**src/rtl/asstx_pkg.sv**
```systemverilog
// Constants for the asynchronous serial transmitter and receiver core.
// Assumes an APB master on pclk and a software-owned baud divider.
//
// Contract
// - Flags clear by hardware or status-then-data access.
// - Long-word read clears receive flags, not transmit.
// - Flag set after status read survives data access.
// - Either status byte read arms whole register.
// - Data reads give receive holding, writes transmit.
// - Ninth data bit only matters in 9-bit mode.
// - Pin 7 is GPIO unless transmitter enabled.
// - Four enables gate the four flag requests.
// - Start needs three one samples then fall.
// - Idle is all ones, break all zeros.
// - Length bit picks 10- or 11-bit frames.
// - Data bits shift least significant first.
// - Parity select: clear even, set odd.
// - Parity in top data bit; errors flagged.
// - Width from length and parity enable settings.
// - Transmitter holding register is double-buffered.
// - Shifter drives pin until frame in flight ends; the code keeps only the level, and pin7_oe then follows the direction bit.
// - Open-drain select applies to serial and GPIO.
// - Empty flag clear while holding data waits.
// - Data written without clearing empty is dropped.
// - Done flag sets after shifting, clears by sequence.
// - Direction bit rules pin only while disabled.

package asstx_pkg;

	// ==========================================================
	// Register byte addresses.
	localparam logic [11:0] ADDR_BAUD   = 12'h000;
	localparam logic [11:0] ADDR_CTRL   = 12'h004;
	localparam logic [11:0] ADDR_STATUS = 12'h008;
	localparam logic [11:0] ADDR_DATA   = 12'h00C;
	localparam logic [11:0] ADDR_PORT   = 12'h010;

	// ==========================================================
	// Control register fields.
	localparam int CTRL_RX_EN   = 0;
	localparam int CTRL_TX_EN   = 1;
	localparam int CTRL_LIE     = 2;
	localparam int CTRL_RIE     = 3;
	localparam int CTRL_TX_DONE_IRQ_EN    = 4;
	localparam int CTRL_TIE     = 5;
	localparam int CTRL_PE      = 6;
	localparam int CTRL_PODD    = 7;
	localparam int CTRL_LEN     = 8;
	localparam int CTRL_OD      = 9;
	localparam int CTRL_BRK     = 10;
	localparam int CTRL_W       = 11;

	// ==========================================================
	// Status register fields.
	localparam int ST_PF    = 0;
	localparam int ST_FE    = 1;
	localparam int ST_OR    = 2;
	localparam int ST_IDLE  = 3;
	localparam int ST_RX_HOLDING_FULL  = 4;
	localparam int ST_TC    = 5;
	localparam int ST_TX_HOLDING_EMPTY  = 6;
	localparam int ST_W     = 7;
	localparam logic [6:0] ST_RX_MASK = 7'h1F;

	// ==========================================================
	// Port register fields: data out bit 0, direction bit 1.
	localparam int PORT_DOUT = 0;
	localparam int PORT_DIR  = 1;

	// ==========================================================
	// Reset values and timing.
	localparam logic [12:0] BAUD_RESET = 13'h0004;
	localparam logic [3:0]  OVERSAMPLE = 4'hF;
	localparam logic [3:0]  MID_SAMPLE = 4'h7;
	localparam logic [1:0]  START_ONES = 2'h3;

	typedef enum logic [1:0] {ASSTX_TX_IDLE, ASSTX_TX_SHIFT}
		asstx_tx_state_t;
	typedef enum logic [1:0] {ASSTX_RX_HUNT, ASSTX_RX_START,
		ASSTX_RX_DATA} asstx_rx_state_t;

endpackage : asstx_pkg

```
**src/rtl/asstx_core.sv**
```systemverilog
// Asynchronous serial transmitter and receiver with APB registers.
// Assumes rxd and the pin-7 input are synchronous to pclk.
//
// Implementation choices: the placing of the registers and register access over APB.
`timescale 1ns/10ps

module asstx_core (
	input  wire logic        pclk,
	input  wire logic        presetn,
	input  wire logic        psel,
	input  wire logic        penable,
	input  wire logic        pwrite,
	input  wire logic [11:0] paddr,
	input  wire logic [31:0] pwdata,
	input  wire logic [3:0]  pstrb,
	output logic      [31:0] prdata,
	output logic             pready,
	output logic             pslverr,
	input  wire logic        rxd,
	input  wire logic        pin7_i,
	output logic             pin7_o,
	output logic             pin7_oe,
	output logic             irq
);

	// ==========================================================
	// Bus decode.
	logic        acc;
	logic        wr;
	logic        rd;
	logic        hit_baud;
	logic        hit_ctrl;
	logic        hit_stat;
	logic        hit_data;
	logic        hit_port;
	logic        mapped;

	// Every access completes in its first access cycle.
	assign acc      = psel & penable;
	assign wr       = acc & pwrite;
	assign rd       = acc & ~pwrite;
	assign hit_baud = (paddr == asstx_pkg::ADDR_BAUD);
	assign hit_ctrl = (paddr == asstx_pkg::ADDR_CTRL);
	assign hit_stat = (paddr == asstx_pkg::ADDR_STATUS);
	assign hit_data = (paddr == asstx_pkg::ADDR_DATA);
	assign hit_port = (paddr == asstx_pkg::ADDR_PORT);
	assign mapped   = hit_baud | hit_ctrl | hit_stat | hit_data | hit_port;
	assign pready   = 1'b1;
	assign pslverr  = acc & ~mapped;

	// ==========================================================
	// Software registers.
	logic [12:0] baud_q;
	logic [10:0] ctrl_q;
	logic [1:0]  port_q;
	logic [8:0]  txh_q;
	logic [8:0]  rxh_q;
	logic [6:0]  st_q;
	logic [6:0]  armed_q;
	logic [31:0] prdata_q;

	// Writes honour byte strobes; the baud field spans two lanes.
	always_ff @(posedge pclk or negedge presetn) begin
		if (!presetn) begin
			baud_q <= asstx_pkg::BAUD_RESET;
			ctrl_q <= 11'h000;
			port_q <= 2'h0;
		end else if (wr) begin
			if (hit_baud && pstrb[0])
				baud_q[7:0] <= pwdata[7:0];
			if (hit_baud && pstrb[1])
				baud_q[12:8] <= pwdata[12:8];
			if (hit_ctrl && pstrb[0])
				ctrl_q[7:0] <= pwdata[7:0];
			if (hit_ctrl && pstrb[1])
				ctrl_q[10:8] <= pwdata[10:8];
			if (hit_port && pstrb[0])
				port_q <= pwdata[1:0];
		end
	end

	logic tx_en;
	logic len11;
	logic par_en;
	logic par_odd;
	assign tx_en   = ctrl_q[asstx_pkg::CTRL_TX_EN];
	assign len11   = ctrl_q[asstx_pkg::CTRL_LEN];
	assign par_en  = ctrl_q[asstx_pkg::CTRL_PE];
	assign par_odd = ctrl_q[asstx_pkg::CTRL_PODD];

	// Data bits carried: 8, 7+p, 9, 8+p for len/parity 00,01,10,11.
	logic [3:0] nbits;
	assign nbits = len11 ? 4'h9 : 4'h8;

	// ==========================================================
	// Baud tick: 16 ticks per bit time.
	logic [12:0] bcnt_q;
	logic        tick;
	assign tick = (bcnt_q == 13'h0000);
	always_ff @(posedge pclk or negedge presetn) begin
		if (!presetn)
			bcnt_q <= 13'h0000;
		else
			bcnt_q <= tick ? baud_q : bcnt_q - 13'h0001;
	end

	// ==========================================================
	// Flag clearing sequence.
	// Status reads arm exactly the flags that the read returned, taken
	// from the word captured in setup. A later data access clears only
	// armed flags, so a flag that sets after the read survives.
	logic stat_rd;
	logic data_rd;
	logic data_wr;
	logic [6:0] clr;
	assign stat_rd = rd & hit_stat & (|pstrb | 1'b1);
	assign data_rd = rd & hit_data;
	assign data_wr = wr & hit_data;
	// Reads of data clear receive flags only; writes clear TC and empty only.
	assign clr = (data_rd ? (armed_q & asstx_pkg::ST_RX_MASK) : 7'h00) |
		(data_wr ? (armed_q & ~asstx_pkg::ST_RX_MASK) : 7'h00);

	always_ff @(posedge pclk or negedge presetn) begin
		if (!presetn)
			armed_q <= 7'h00;
		else if (stat_rd)
			armed_q <= prdata_q[6:0];
		else if (data_rd | data_wr)
			armed_q <= 7'h00;
	end

	// A write lands while a word still waits (it overwrites) or after a
	// status read showed the empty flag set. Any other write is dropped,
	// so the shifter never picks up a stale holding word.
	logic tx_accept;
	assign tx_accept = data_wr &
		(~st_q[asstx_pkg::ST_TX_HOLDING_EMPTY] | armed_q[asstx_pkg::ST_TX_HOLDING_EMPTY]);

	// ==========================================================
	// Transmitter.
	asstx_pkg::asstx_tx_state_t txs_q;
	logic [10:0] tsh_q;
	logic [3:0]  tbit_q;
	logic [3:0]  tsub_q;
	logic        txd;
	logic        tx_load;
	logic        tpar;
	logic [3:0]  tlen;
	logic [8:0]  tx_word;

	// Holding empty is clear while data waits, so it loads next.
	assign tx_load = (txs_q == asstx_pkg::ASSTX_TX_IDLE) & tick &
		~st_q[asstx_pkg::ST_TX_HOLDING_EMPTY] & tx_en;
	assign tpar = par_odd ^ (len11 ? ^txh_q[7:0] : ^txh_q[6:0]);
	assign tlen = nbits + 4'h2;
	// Ten-bit frames put their stop bit in the top word position.
	assign tx_word = len11 ? (par_en ? {tpar, txh_q[7:0]} : txh_q) :
		{1'b1, par_en ? {tpar, txh_q[6:0]} : txh_q[7:0]};

	always_ff @(posedge pclk or negedge presetn) begin
		if (!presetn) begin
			txs_q  <= asstx_pkg::ASSTX_TX_IDLE;
			tsh_q  <= 11'h7FF;
			tbit_q <= 4'h0;
			tsub_q <= 4'h0;
		end else begin
			unique case (txs_q)
			asstx_pkg::ASSTX_TX_IDLE: begin
				tsh_q <= 11'h7FF;
				if (tx_load) begin
					// Start bit low, data LSB first, stop high.
					tsh_q <= {1'b1, tx_word, 1'b0};
					tbit_q <= 4'h0;
					tsub_q <= 4'h0;
					txs_q  <= asstx_pkg::ASSTX_TX_SHIFT;
				end
			end
			asstx_pkg::ASSTX_TX_SHIFT: begin
				if (tick) begin
					tsub_q <= tsub_q + 4'h1;
					if (tsub_q == asstx_pkg::OVERSAMPLE) begin
						tsh_q  <= {1'b1, tsh_q[10:1]};
						tbit_q <= tbit_q + 4'h1;
						if (tbit_q == tlen - 4'h1)
							txs_q <= asstx_pkg::ASSTX_TX_IDLE;
					end
				end
			end
			default: txs_q <= asstx_pkg::ASSTX_TX_IDLE;
			endcase
		end
	end

	// Break control holds txd low, with no stop bit, for as long as the break bit is set.
	assign txd = tsh_q[0] & ~ctrl_q[asstx_pkg::CTRL_BRK];

	// Transmit holding register.
	always_ff @(posedge pclk or negedge presetn) begin
		if (!presetn)
			txh_q <= 9'h000;
		else if (tx_accept)
			txh_q <= len11 ? pwdata[8:0] : {1'b0, pwdata[7:0]};
	end

	// ==========================================================
	// Pin 7 ownership and drive.
	logic serial_owns;
	logic pin_lvl;
	logic pin_out;
	assign serial_owns = tx_en | (txs_q == asstx_pkg::ASSTX_TX_SHIFT);
	assign pin_lvl = serial_owns ? txd : port_q[asstx_pkg::PORT_DOUT];
	assign pin_out = tx_en | port_q[asstx_pkg::PORT_DIR];
	always_ff @(posedge pclk or negedge presetn) begin
		if (!presetn) begin
			pin7_o  <= 1'b1;
			pin7_oe <= 1'b0;
		end else begin
			pin7_o <= pin_lvl;
			// Open drain only pulls low; the high level is external.
			pin7_oe <= pin_out & (~ctrl_q[asstx_pkg::CTRL_OD] | ~pin_lvl);
		end
	end

	// ==========================================================
	// Receiver.
	asstx_pkg::asstx_rx_state_t rxs_q;
	logic [1:0]  ones_q;
	logic        rx_prev_q;
	logic [3:0]  rsub_q;
	logic [3:0]  rbit_q;
	logic [9:0]  rsh_q;
	logic [3:0]  idle_q;
	logic        rx_done;
	logic        rx_en;
	logic        mid;
	logic [8:0]  rdat;
	logic        rperr;
	assign rx_en = ctrl_q[asstx_pkg::CTRL_RX_EN];
	assign mid   = tick & (rsub_q == asstx_pkg::MID_SAMPLE);
	assign rx_done = (rxs_q == asstx_pkg::ASSTX_RX_DATA) & mid &
		(rbit_q == nbits);
	// Nine bits shifted in from the top sit in [9:1], eight in [9:2].
	assign rdat  = len11 ? rsh_q[9:1] : {1'b0, rsh_q[9:2]};
	assign rperr = par_en & (par_odd ^ (len11 ? ^rsh_q[9:1]
		: ^rsh_q[9:2]));

	always_ff @(posedge pclk or negedge presetn) begin
		if (!presetn) begin
			rxs_q     <= asstx_pkg::ASSTX_RX_HUNT;
			ones_q    <= 2'h0;
			rx_prev_q <= 1'b1;
			rsub_q    <= 4'h0;
			rbit_q    <= 4'h0;
			rsh_q     <= 10'h000;
		end else if (tick) begin
			rx_prev_q <= rxd;
			rsub_q    <= rsub_q + 4'h1;
			unique case (rxs_q)
			asstx_pkg::ASSTX_RX_HUNT: begin
				if (rxd && ones_q != asstx_pkg::START_ONES)
					ones_q <= ones_q + 2'h1;
				// Fall after three one samples marks a start.
				if (rx_en && !rxd && rx_prev_q &&
				    ones_q == asstx_pkg::START_ONES) begin
					rxs_q  <= asstx_pkg::ASSTX_RX_START;
					rsub_q <= 4'h1;
				end
				if (!rxd)
					ones_q <= 2'h0;
			end
			asstx_pkg::ASSTX_RX_START: begin
				if (rsub_q == asstx_pkg::MID_SAMPLE) begin
					rbit_q <= 4'h0;
					rxs_q  <= rxd ? asstx_pkg::ASSTX_RX_HUNT
					              : asstx_pkg::ASSTX_RX_DATA;
				end
			end
			asstx_pkg::ASSTX_RX_DATA: begin
				if (rsub_q == asstx_pkg::MID_SAMPLE) begin
					rbit_q <= rbit_q + 4'h1;
					if (rbit_q != nbits)
						rsh_q <= {rxd, rsh_q[9:1]};
					else begin
						rxs_q  <= asstx_pkg::ASSTX_RX_HUNT;
						ones_q <= 2'h0;
					end
				end
			end
			default: rxs_q <= asstx_pkg::ASSTX_RX_HUNT;
			endcase
		end
	end

	// Idle line: a full frame time of ones while hunting.
	logic idle_set;
	assign idle_set = tick & (rxs_q == asstx_pkg::ASSTX_RX_HUNT) & rxd &
		(rsub_q == asstx_pkg::OVERSAMPLE) & (idle_q == tlen);
	always_ff @(posedge pclk or negedge presetn) begin
		if (!presetn)
			idle_q <= 4'h0;
		else if (!rxd || rxs_q != asstx_pkg::ASSTX_RX_HUNT)
			idle_q <= 4'h0;
		else if (tick && rsub_q == asstx_pkg::OVERSAMPLE && idle_q != 4'hF)
			idle_q <= idle_q + 4'h1;
	end

	// Receive holding register; an unread word is not overwritten.
	always_ff @(posedge pclk or negedge presetn) begin
		if (!presetn)
			rxh_q <= 9'h000;
		else if (rx_done && !st_q[asstx_pkg::ST_RX_HOLDING_FULL])
			rxh_q <= rdat;
	end

	// ==========================================================
	// Status flags: set wins over clear.
	logic [6:0] set;
	assign set[asstx_pkg::ST_PF]   = rx_done & rperr;
	assign set[asstx_pkg::ST_FE]   = rx_done & ~rxd;
	assign set[asstx_pkg::ST_OR]   = rx_done & st_q[asstx_pkg::ST_RX_HOLDING_FULL];
	assign set[asstx_pkg::ST_IDLE] = idle_set;
	assign set[asstx_pkg::ST_RX_HOLDING_FULL] = rx_done;
	assign set[asstx_pkg::ST_TC]   = (txs_q == asstx_pkg::ASSTX_TX_SHIFT) &
		tick & (tsub_q == asstx_pkg::OVERSAMPLE) & (tbit_q == tlen - 4'h1) &
		st_q[asstx_pkg::ST_TX_HOLDING_EMPTY];
	assign set[asstx_pkg::ST_TX_HOLDING_EMPTY] = tx_load;

	always_ff @(posedge pclk or negedge presetn) begin
		if (!presetn)
			st_q <= 7'h60;
		else begin
			st_q <= (st_q & ~clr) | set;
			if (tx_load)
				st_q[asstx_pkg::ST_TC] <= 1'b0;
		end
	end

	// ==========================================================
	// Read data mux, registered into prdata.
	logic [31:0] rmux;
	assign rmux = hit_baud ? {19'h0_0000, baud_q} :
		hit_ctrl ? {21'h00_0000, ctrl_q} :
		hit_stat ? {25'h000_0000, st_q} :
		hit_data ? {23'h00_0000, rxh_q} :
		hit_port ? {29'h0000_0000, pin7_i, port_q} : 32'h0000_0000;
	always_ff @(posedge pclk or negedge presetn) begin
		if (!presetn)
			prdata_q <= 32'h0000_0000;
		else if (psel && !penable && !pwrite)
			prdata_q <= rmux;
	end
	assign prdata = prdata_q;

	// Interrupt request: four enables gate four flags.
	always_ff @(posedge pclk or negedge presetn) begin
		if (!presetn)
			irq <= 1'b0;
		else
			irq <= (st_q[asstx_pkg::ST_TX_HOLDING_EMPTY] & ctrl_q[asstx_pkg::CTRL_TIE]) |
				(st_q[asstx_pkg::ST_TC] & ctrl_q[asstx_pkg::CTRL_TX_DONE_IRQ_EN]) |
				(st_q[asstx_pkg::ST_RX_HOLDING_FULL] & ctrl_q[asstx_pkg::CTRL_RIE]) |
				(st_q[asstx_pkg::ST_IDLE] & ctrl_q[asstx_pkg::CTRL_LIE]);
	end

endmodule : asstx_core

```
**config.mk**
```make
export PLATFORM = sky130hd
export DESIGN_NAME = asstx_core
export DESIGN_NICKNAME = d
export VERILOG_FILES = /design/src/rtl/asstx_pkg.sv /design/src/rtl/asstx_core.sv
export SDC_FILE = /design/constraint.sdc
export NUM_CORES = 1
export LEC_CHECK = 0
export ABC_CLOCK_PERIOD_IN_PS = 2500
export BUFFER_PORTS_ARGS = -buffer_cell sky130_fd_sc_hd__buf_2
export CAP_MARGIN = 20
export CORE_ASPECT_RATIO = 0.8
export CORE_MARGIN = 4
export CORE_UTILIZATION = 30
export CTS_CLUSTER_DIAMETER = 200
export DETAILED_ROUTE_END_ITERATION = 10
export PLACE_DENSITY = 0.6
export SYNTH_ARGS = -nofsm -noshare
export SYNTH_HDL_FRONTEND = slang
export SYNTH_SLANG_ARGS = --single-unit
```
**constraint.sdc**
```tcl
create_clock -name pclk -period 2.5 [get_ports pclk]
set_input_delay 0.5 -clock pclk [delete_from_list [all_inputs] [get_ports pclk]]
set_output_delay 0.5 -clock pclk [all_outputs]
set_load 0.1 [all_outputs]
```
After elaboration in Yosys (flattened, before gate mapping) --
Cells that the tools add are included.
Cells by class: add/subtract/negate cells 9, reduce and logical (&&, ||, !) cells 46, bitwise operators 57, equal/unequal tests 26, muxes and demuxes 51
Operators with widths (count):
- $mux 9 | 6
- $mux 4 | 10
- $mux 11 | 3
- $and 1x1->1 | 32
- $mux 13 | 2
- $eq 12x4->1 const B | 2
- $pmux 4 s2 | 3
- $mux 2 | 11
- $pmux 11 s2 | 1
- $mux 7 | 3
- $add 4x1->4 const B | 5
- $reduce_and 4->1 | 4
- $reduce_xor 8->1 | 2
- $logic_and 1x1->1 | 14
- $ne 2x2->1 const B | 7
- $logic_not 13->1 | 1
- $sub 13x1->13 const B | 1
- $eq 12x3->1 const B | 1
- $eq 12x5->1 const B | 1
- $eq 4x4->1 | 3
- $logic_not 12->1 | 1
- $or 1x1->1 | 12
- $reduce_bool 2->1 | 6
- $mux 10 | 1
- 31 further kinds | 57
Storage, ports and cells: word-level logic and storage cells 214, bits of input ports 55, bits in registers 154

Depth between registers and ports, before layout --
Gate-level depths: netlist (run 1).
depth in word-level cells 9, gate-level depth with buffers 9

Worst setup path before layout (run 1) --
Ideal clock, no wire load.
path kind input port to output port, start in paddr[2], end out pslverr, data required time 2.000 ns, cell stages on the path 4, path buffers 2, arrival time 2.867 ns, setup slack -0.867 ns, cells stage by stage clkbuf_1 > clkbuf_1 > o21ai_0 > a21oi_1
Between the ends: cells in the longest elaborated chain, start to end 7
Ends and longest elaborated chain:
- from (decl) | RTL line asstx_core.sv:13 | input wire logic [11:0] paddr,
- $eq 12x3->1 / $logic_not 12->1 (equally long branches) | RTL line asstx_core.sv:43, asstx_core.sv:42
- $or 1x1->1 (3 in a row) | RTL line asstx_core.sv:47 | assign mapped = hit_baud | hit_ctrl | hit_stat | hit_data | hit_port;
- $or 1x1->1 * | RTL line asstx_core.sv:47
- $not 1->1 * | RTL line asstx_core.sv:49 | assign pslverr = acc & ~mapped;
- $and 1x1->1 * | RTL line asstx_core.sv:49
- to (decl) | RTL line asstx_core.sv:18 | output logic pslverr,
Every way passes the cells marked *; elsewhere a longest branch is shown, timed or not.

Worst setup path after layout (run 1) --
start in paddr[5], end out pslverr
The elaborated chain is that of the path after synthesis.

==> results.toml, run 1 <==
[cts]
clk_pin_slew_worst_paths_ns = 0.06
clkSinkCount = 132
cts_buffer_depth = 2
clk_root_buffer_cell = "clkbuf_16"
cts_tree = "done"
ctsHoldBuffers = 0
cts.htree.levels = 4
clk_latency_ns = 0.43
cts_buffers = 17

[finish]
fin_nets = 782
post-route-util_pct = 37.24
fin_cells = 1033
diodes = 0
areaGrowthSynthToFinish_pct = 21.32
drive_gt1_share_pct = 28.79

[sta]
fmax_mhz = 411.6
tightest_slew_ns = 0.7608
fin_crit_sh_pct = 97.18
fin_crit_ns = 2.430
relSlewSlack_pct = 49.15
hold_violations = 0
setup_violations = 0
clock_skew_ns = 0.01771
final.setup.tns_ns = 0
rsz0062_at_grt = "no"
finalMaxSlewViolations = 0
fin_ws_ns = 0.07047
hold_ws_ns = 0.03004

[worst_hold_path]
hp-class = "primary input to asynchronous set/reset pin"

[route]
drc_errors = 0
wl_mm = 16.34
routedWlPerCell_um = 15.81
vias_per_cell = 4.719
vias = 4875
first_pass_iters = 5
ant_nets = 0
drtIter0Drc = 287

[yosys]
muxShareOfSynthArea_pct = 12.43
ys.flop_type = "dfrtp_1"
avgSynthCellArea_um2 = 10.49
synth_compound_area_share_pct = 10.67
synth_area_mm2 = 0.006674
synth-edff-count = 0
yosys.area.top_type = "dfrtp_1"
synth_top_family_by_area = "simple AND/OR/NAND/NOR gates"
syn_inst = 636
yosys.area_share.adder_pct = 1.312
ys_seq_elements = 132
yosys.area_share.simple_pct = 16.74
ys_seq_area_share_pct = 49.78
synth_xor_area_share_pct = 4.237
ys_top_cells_by_area = "dfrtp_1 44%, mux2_2 7.3%, dfstp_2 5.9%, nand2_1 4.6%, o21ai_0 3.1%"
synth_warnings = 0
yosysTopAreaCellShare_pct = 43.87
async_reset_ff_share_pct = 100.0
synth.distinct_cells = 60

[critical_path]
cp-startpoint = "paddr[5]"
rr_endpoint = "tsh_q[8]"
crit_type = "primary input to output port"
cp_data_required_time_ns = 2.00
start_kind = "primary input"
cp_max_fo = 4
worstRegToRegCells = 8
rr_startpoint = "bcnt_q[5]"
endpoint_kind = "output port"
arrival_ns = 1.93
critPathCapture = "pslverr"
ff2ff_setup_slack_ns = 0.17

[floorplan]
dieWidth_um = 174.8
core_mm2 = 0.02174
ios = 92
initial_utilization_pct = 30.70
std_cell_rows = 48
dieArea_mm2 = 0.02471
die_h_um = 141.4

[flow_run]
maxCapViolCount = 0

[global_routing]
antenna_found_initial = 0
grt_overflow = 0
grt_pass1_vias = 4806
grt.total_usage_pct = 13.43
grt_max_degree = 57
grt_pass1_wl_mm = 26.14

[power]
irDropWorstVdd_mv = 0.4826
powerDensity_mw_per_mm2 = 702.9
p_leak_nw = 3.695

[placed_design]
pre_cts_slack_ns = -0.07915
place.gp.congestion = 0.8075
dp_cells = 995
numPortBuffers = 50
dp.final_hpwl_mm = 11.87

[outcome]
status = "finished, final reports clean"
timing repair:
item / 4_1_cts / 5_1_grt
gates resized for setup: 1 / 11
setup buffers: 0 / 5
endpoints found under the setup margin: 1 / 26
cloned: 0 / 1
pin swaps: 0 / 1
how the worst min path moves through the flow:
stage	to	slack (ns)
floorplan	armed_q[0]	0.20
global placement	rx_prev_q	0.45
detailed placement	prdata[9]	0.46
CTS	rbit_q[2]	0.04
global route	rbit_q[2]	0.06
finish	rbit_q[2]	0.03
cells in the final DEF (no fill, tap or decap), types with 6 or more instances in the layout:
| cell type | count |
|---|---|
| dfrtp_1 | 117 |
| nand2_1 | 80 |
| nor2_1 | 51 |
| buf_2 | 48 |
| mux2_2 | 43 |
| o21ai_0 | 41 |
| buf_4 | 41 |
| a21oi_1 | 25 |
| conb_1 | 20 |
| nand3_1 | 19 |
| xnor2_1 | 19 |
| mux2i_1 | 18 |
| clkbuf_16 | 17 |
| dfstp_2 | 15 |
| o31ai_1 | 12 |
| inv_1 | 10 |
| nand2b_1 | 10 |
| nor3_1 | 9 |
| or3_1 | 8 |
| xor2_1 | 8 |
| a22o_1 | 8 |
| ha_1 | 7 |
| inv_6 | 7 |
| nand4_1 | 6 |
power by group:
part | leakage (nW) | internal (mW) | total (mW) | switching, mW
Combinational | 1.68 | 0.329 | 0.843 | 0.514
Clock | 0.278 | 1.39 | 2.43 | 1.04
Sequential | 1.74 | 2.29 | 2.41 | 0.127
Total | 3.69 | 4.01 | 5.69 | 1.68
stage by stage:
stage               power [mW]  cell area [um2]
finish                   5.691             8097
global route             5.959             8097
CTS                      5.719             7998
detailed placement       3.273             7425
global placement         3.253             7425
floorplan                2.989             6754
synth_stat cells (7+ instances only):
master      n
mux2_2     43
nor3_1     10
xor2_1      8
buf_4      20
xnor2_1    19
ha_1        7
a22o_1      8
clkbuf_1   17
nand3_1    19
nor2_1     52
o21ai_0    41
nand2_1    82
or3_1       8
dfstp_2    15
inv_1      10
mux2i_1    18
a21oi_1    26
dfrtp_1   117
nand2b_1   10
o31ai_1    12
flip-flops by register name, summed over array words and instances, names as in the netlist, 2 cells and up:
name and flops:
bcnt_q 13, st_q 7, rxs_q 2, txh_q 9, rsh_q 9, armed_q 7
rbit_q 4, rxh_q 9, ones_q 2, baud_q 13, ctrl_q 11, tsub_q 4
tsh_q 10, rsub_q 4, idle_q 4, prdata 13, tbit_q 4, port_q 2
critical path: stages:
cell and delay (ns):
buf_2 0.10, or4_4 0.52, buf_4 0.16, nor4_1 0.22
buf_4 0.18, a21oi_4 0.06, buf_6 0.19
kinds of logic (layout without fill, tap and decap cells):
kind of cell	Yosys count	in the layout
buffers and inverters	58	137
xor gates and xnor gates	29	29
other	2	20
DFF	132	132
and+or+nand+nor	225	225
muxes	70	70
adders and majority gates	7	7
AOI/OAI and AO/OA	113	113
layout make-up:
cell class / instances / area [um2]
clock inverter: 15 / 145.1
sequential: 132 / 3322
tap: 300 / 375.4
fill: 2190 / 13640
inverter: 10 / 37.54
timing repair buffer: 95 / 641.9
multi-input combinational: 464 / 3149
clock buffer: 17 / 425.4
layer usage:
metal  track usage, %  share of wire (%)
met5                0                  0
met4            2.975               0.36
met3            3.090                3.4
met2            20.36                 46
met1            19.69                 50
Note: power is estimated with default switching activity, not from simulation.
==> inputs of run 2 (changes only) <==
Settings changed: RECOVER_POWER set to 25.
==> results.toml, run 2 (same netlist as run 1, synthesis figures left out) <==
[outcome]
status = "finished, final reports clean"

[power]
sequentialPowerShare_pct = 42.4
p_sw_mw = 1.682
powerDensity_mw_per_mm2 = 704.9
internal-power_mw = 4.007
p_leak_nw = 3.684
clockPowerShare_pct = 42.8
p_comb_share_pct = 14.8
irDropWorstVdd_mv = 0.4838
switching_share_pct = 29.56

[critical_path]
endpoint_kind = "output port"
cp_max_fo = 4
rr_endpoint = "tsh_q[8]"
crit_type = "primary input to output port"
crit_top_cell = "buf_4"
start_kind = "primary input"
worstRegToRegCells = 8
rr_startpoint = "bcnt_q[5]"
cp_top_family = "simple AND/OR/NAND/NOR gates"
arrival_ns = 1.93
path_cells = "buf_2, or4_4, buf_4, nor4_1, buf_4, a21oi_4, buf_6"
cp_data_required_time_ns = 2.00
critPathSlowestCell = "or4_4"
critPathMaxStageDelay_ns = 0.52
ff2ff_setup_slack_ns = 0.18
critical_path_buf_inv_count = 4

[placed_design]
numPortBuffers = 50
pre_cts_slack_ns = -0.07915
place_area_mm2 = 0.007425
place.gp.congestion = 0.8075
dp.final_hpwl_mm = 11.87
dp_cells = 995

[finish]
fin_nets = 782
drive_gt1_share_pct = 28.65
stdcell_area_mm2 = 0.008071
fill_cells = 2195
mostFrequentLayoutCells = "117 x dfrtp_1, 80 x nand2_1, 51 x nor2_1, 48 x buf_2, 43 x mux2_2"
areaGrowthSynthToFinish_pct = 20.94
fin_cells = 1033
diodes = 0
final_common_cell = "dfrtp_1"

[sta]
tightest_slew_ns = 1.361
fin_crit_ns = 2.430
fin_ws_ns = 0.07014
final.setup.tns_ns = 0
clock_skew_ns = 0.009730
setup_violations = 0
fin_crit_sh_pct = 97.19
finalMaxSlewViolations = 0
rsz0062_at_grt = "no"
relSlewSlack_pct = 9.290
hold_violations = 0
fmax_mhz = 411.5

[floorplan]
dieArea_mm2 = 0.02471
core_mm2 = 0.02174
die_h_um = 141.4
dieWidth_um = 174.8
ios = 92
initial_utilization_pct = 30.70
std_cell_rows = 48

[route]
drtIter0Drc = 272
routedWlPerCell_um = 15.75
drc_errors = 0
ant_nets = 0
first_pass_iters = 5
wl_mm = 16.27
vias_per_cell = 4.725
vias = 4881

[global_routing]
antenna_found_initial = 0
grt_pass1_vias = 4806
grt_max_degree = 57
use_met2_pct = 20.36
grt-busiest-layer = "met2"
grt_pass1_wl_mm = 26.14
grt_overflow = 0
gr-usage-met1_pct = 19.69
grt.total_usage_pct = 13.43
grt_use_met3_pct = 3.090

[cts]
cts.htree.levels = 4
cts_tree = "done"
clk_latency_ns = 0.42
clk_pin_slew_worst_paths_ns = 0.06
clkSinkCount = 132
cts_buffers = 17
cts_buffer_depth = 2
clk_root_buffer_cell = "clkbuf_16"

[worst_hold_path]
holdPathEnd = "baud_q[11]"
hp-class = "primary input to flop"
min_path_cells = 2
hp-start = "pwdata[11]"

[flow_run]
maxCapViolCount = 0
==> run 2: cell count changes in the layout (fill, tap and decap cells not counted), sizes merged <==
cell | before | now
buf | 94 | 90
clkbuf | 17 | 21
==> run 2: layout make-up <==
class / count / area [um2] / share of cell area, %
flip-flops and latches: 132 / 3322 / 41.16
multi-input cells: 464 / 3149 / 39.02
repair buffers: 95 / 616.8 / 7.642
clock buffers: 17 / 425.4 / 5.271
well taps: 300 / 375.4 / 4.650
clock inverters: 15 / 145.1 / 1.798
inverters: 10 / 37.54 / 0.4650
==> run 2: metrics by stage <==
step	util, %	hold WS, ns	power (mW)
floorplan	-	0.2044	2.989
global placement	34.15	0.4504	3.253
detailed placement	34.15	0.4610	3.273
CTS	36.79	0.04122	5.719
global route	37.13	0.3047	5.954
finish	37.13	0.3212	5.689
==> run 2: worst max-delay path by stage <==
stage	from	slack, ns	to	depth (start not counted)
6_report	paddr[5]	0.07	pslverr	7
3_3_place_gp	paddr[5]	-0.07	baud_q[12]	5
4_1_cts	paddr[5]	0.03	pslverr	7
5_1_grt	paddr[5]	0.002	pslverr	7
3_5_place_dp	paddr[5]	-0.08	baud_q[12]	5
2_1_floorplan	paddr[5]	0.04	baud_q[10]	6
==> run 2: layer usage <==
| layer | up-vias | wire (um) |
|---|---|---|
| li1 | 2399 | - |
| met1 | 2396 | 8086 |
| met2 | 76 | 7396 |
| met3 | 10 | 678 |
| met4 | 0 | 104 |
| met5 | - | 0 |
==> run 2: power groups by stage <==
stage | logic [mW] | registers [mW] | clock network, mW
floorplan | 0.561 | 2.43 | 0
detailed placement | 0.828 | 2.44 | 0
global route | 0.933 | 2.43 | 2.59
global placement | 0.812 | 2.44 | 0
CTS | 0.831 | 2.41 | 2.48
finish | 0.839 | 2.41 | 2.44
==> run 2: timing repair <==
action,CTS,global route
hold buffers,0,0
cloned,0,1
endpoints found under the setup margin,1,26
setup buffers,0,5
pin swaps,0,1
gates resized for setup,1,11
==> inputs of run 3 (changes only) <==
Settings changed: CORE_ASPECT_RATIO 0.8 to 0.9, PLACE_DENSITY 0.6 to not set.
==> results.toml, run 3 (same netlist as run 1, synthesis figures left out) <==
[outcome]
status = "finished, violations left"
violations = "max-capacitance violations, max-slew violations"

[sta]
finalMaxSlewViolations = 64
fin_crit_sh_pct = 96.61
setup_violations = 0
fin_crit_ns = 2.415
rsz0062_at_grt = "no"
clock_skew_ns = 0.01401
hold_violations = 0
fmax_mhz = 414.1
relSlewSlack_pct = -16.55
fin_ws_ns = 0.08487
tightest_slew_ns = 1.748

[placed_design]
numPortBuffers = 50
dp.final_hpwl_mm = 11.72
pre_cts_slack_ns = -0.03682
place.gp.congestion = 0.7851
place_area_mm2 = 0.007403
dp_cells = 983

[critical_path]
crit_top_cell = "buf_4"
crit_type = "primary input to output port"
cp_top_family = "simple AND/OR/NAND/NOR gates"
critPathSlowestCell = "or4_4"
start_kind = "primary input"
cp_data_required_time_ns = 2.00
critPathMaxStageDelay_ns = 0.52
cp_max_fo = 4
path_cells = "buf_2, or4_4, buf_4, nor4_1, buf_4, a21oi_4, buf_6"
endpoint_kind = "output port"
critical_path_buf_inv_count = 4
arrival_ns = 1.92

[finish]
diodes = 0
areaGrowthSynthToFinish_pct = 19.87
mostFrequentLayoutCells = "117 x dfrtp_1, 82 x nand2_1, 51 x nor2_1, 48 x buf_2, 43 x mux2_2"
final_common_cell = "dfrtp_1"
fill_cells = 2104
drive_gt1_share_pct = 27.72
ff_latch_area_mm2 = 0.003322
multi_input_area_mm2 = 0.003146
fin_nets = 774
fin_cells = 1016
stdcell_area_mm2 = 0.008000

[cts]
cts_buffers = 17
cts_buffer_depth = 2
clk_pin_slew_worst_paths_ns = 0.06
cts_tree = "done"
cts.htree.levels = 4
clk_latency_ns = 0.42
clkSinkCount = 132
clk_root_buffer_cell = "clkbuf_16"

[route]
drtIter0Drc = 378
vias = 4967
ant_nets = 0
vias_per_cell = 4.889
first_pass_iters = 5
drc_errors = 0
routedWlPerCell_um = 15.91
wl_mm = 16.16

[global_routing]
grt_pass1_vias = 4889
grt_max_degree = 66
grt.total_usage_pct = 13.67
grt_pass1_wl_mm = 26.41
grt_overflow = 0
antenna_found_initial = 0

[floorplan]
dieWidth_um = 165.2
die_h_um = 149.5
core_mm2 = 0.02176
initial_utilization_pct = 30.67
std_cell_rows = 51
dieArea_mm2 = 0.02470
ios = 92

[worst_hold_path]
hp-class = "primary input to flop"

[power]
powerDensity_mw_per_mm2 = 700.9
p_leak_nw = 3.639
irDropWorstVdd_mv = 0.3544
power_mw = 5.607

[flow_run]
maxCapViolCount = 1
==> run 3: changes by cell type in the layout (fill, tap and decap cells not counted), sizes merged <==
| cell | before | now |
|---|---|---|
| buf | 90 | 86 |
| clkbuf | 21 | 19 |
| clkdlybuf4s15 | 1 | 0 |
| clkinv | 4 | 6 |
| clkinvlp | 2 | 4 |
| inv | 18 | 13 |
==> run 3: repair_timing <==
action,in CTS,in global routing
hold buffers,0,0
gates resized for setup,1,8
setup buffers,0,1
endpoints found under the setup margin,1,14
cloned,0,0
pin swaps,0,1
==> run 3: final cells by class <==
cell class	instances	share of cell area, %
timing repair buffer	87	7.147
tap	291	4.551
clock buffer	18	5.364
multi-input combinational	464	39.32
inverter	10	0.4692
clock inverter	14	1.627
sequential	132	41.52
==> run 3: final timing paths <==
path | start | end | slack (ns) | cells past startpoint
max | paddr[5] | pslverr | 0.08 | 7
min | pwdata[12] | baud_q[12] | 0.33 | 2
max reg2reg | bcnt_q[11] | ones_q[1] | 0.11 | 4
min reg2reg | rx_prev_q | rx_prev_q | 0.46 | 2
max in group asynchronous | presetn | prdata[12] | 0.91 | 1
min in group asynchronous | presetn | rxs_q[0] | 0.56 | 1
==> run 3: metrics by stage <==
step | setup TNS, ns | utilization [%] | hold slack [ns]
2_1_floorplan | 0 | - | 0.2044
3_3_place_gp | -0.1666 | 34.02 | 0.4516
3_5_place_dp | -0.2012 | 34.02 | 0.4503
4_1_cts | 0 | 36.61 | 0.1172
5_1_grt | 0 | 36.77 | 0.3053
6_report | 0 | 36.77 | 0.3256
==> run 3: layer usage <==
| layer | track usage, % | routed length, um | vias to the layer above | share of wire (%) |
|---|---|---|---|---|
| li1 | - | - | 2388 | - |
| met3 | 3.360 | 559 | 14 | 3.5 |
| met1 | 19.47 | 7777 | 2480 | 48 |
| met5 | 0 | 0 | - | 0 |
| met4 | 2.911 | 153 | 0 | 0.95 |
| met2 | 21.14 | 7672 | 85 | 47 |
==> run 3: report_power, final <==
part           total, mW  leakage (nW)  switching [mW]  internal, mW
combinational      0.823          1.64           0.503         0.320
sequential          2.42          1.74           0.135          2.29
clock               2.36         0.265           0.984          1.38
total               5.61          3.64            1.62          3.99
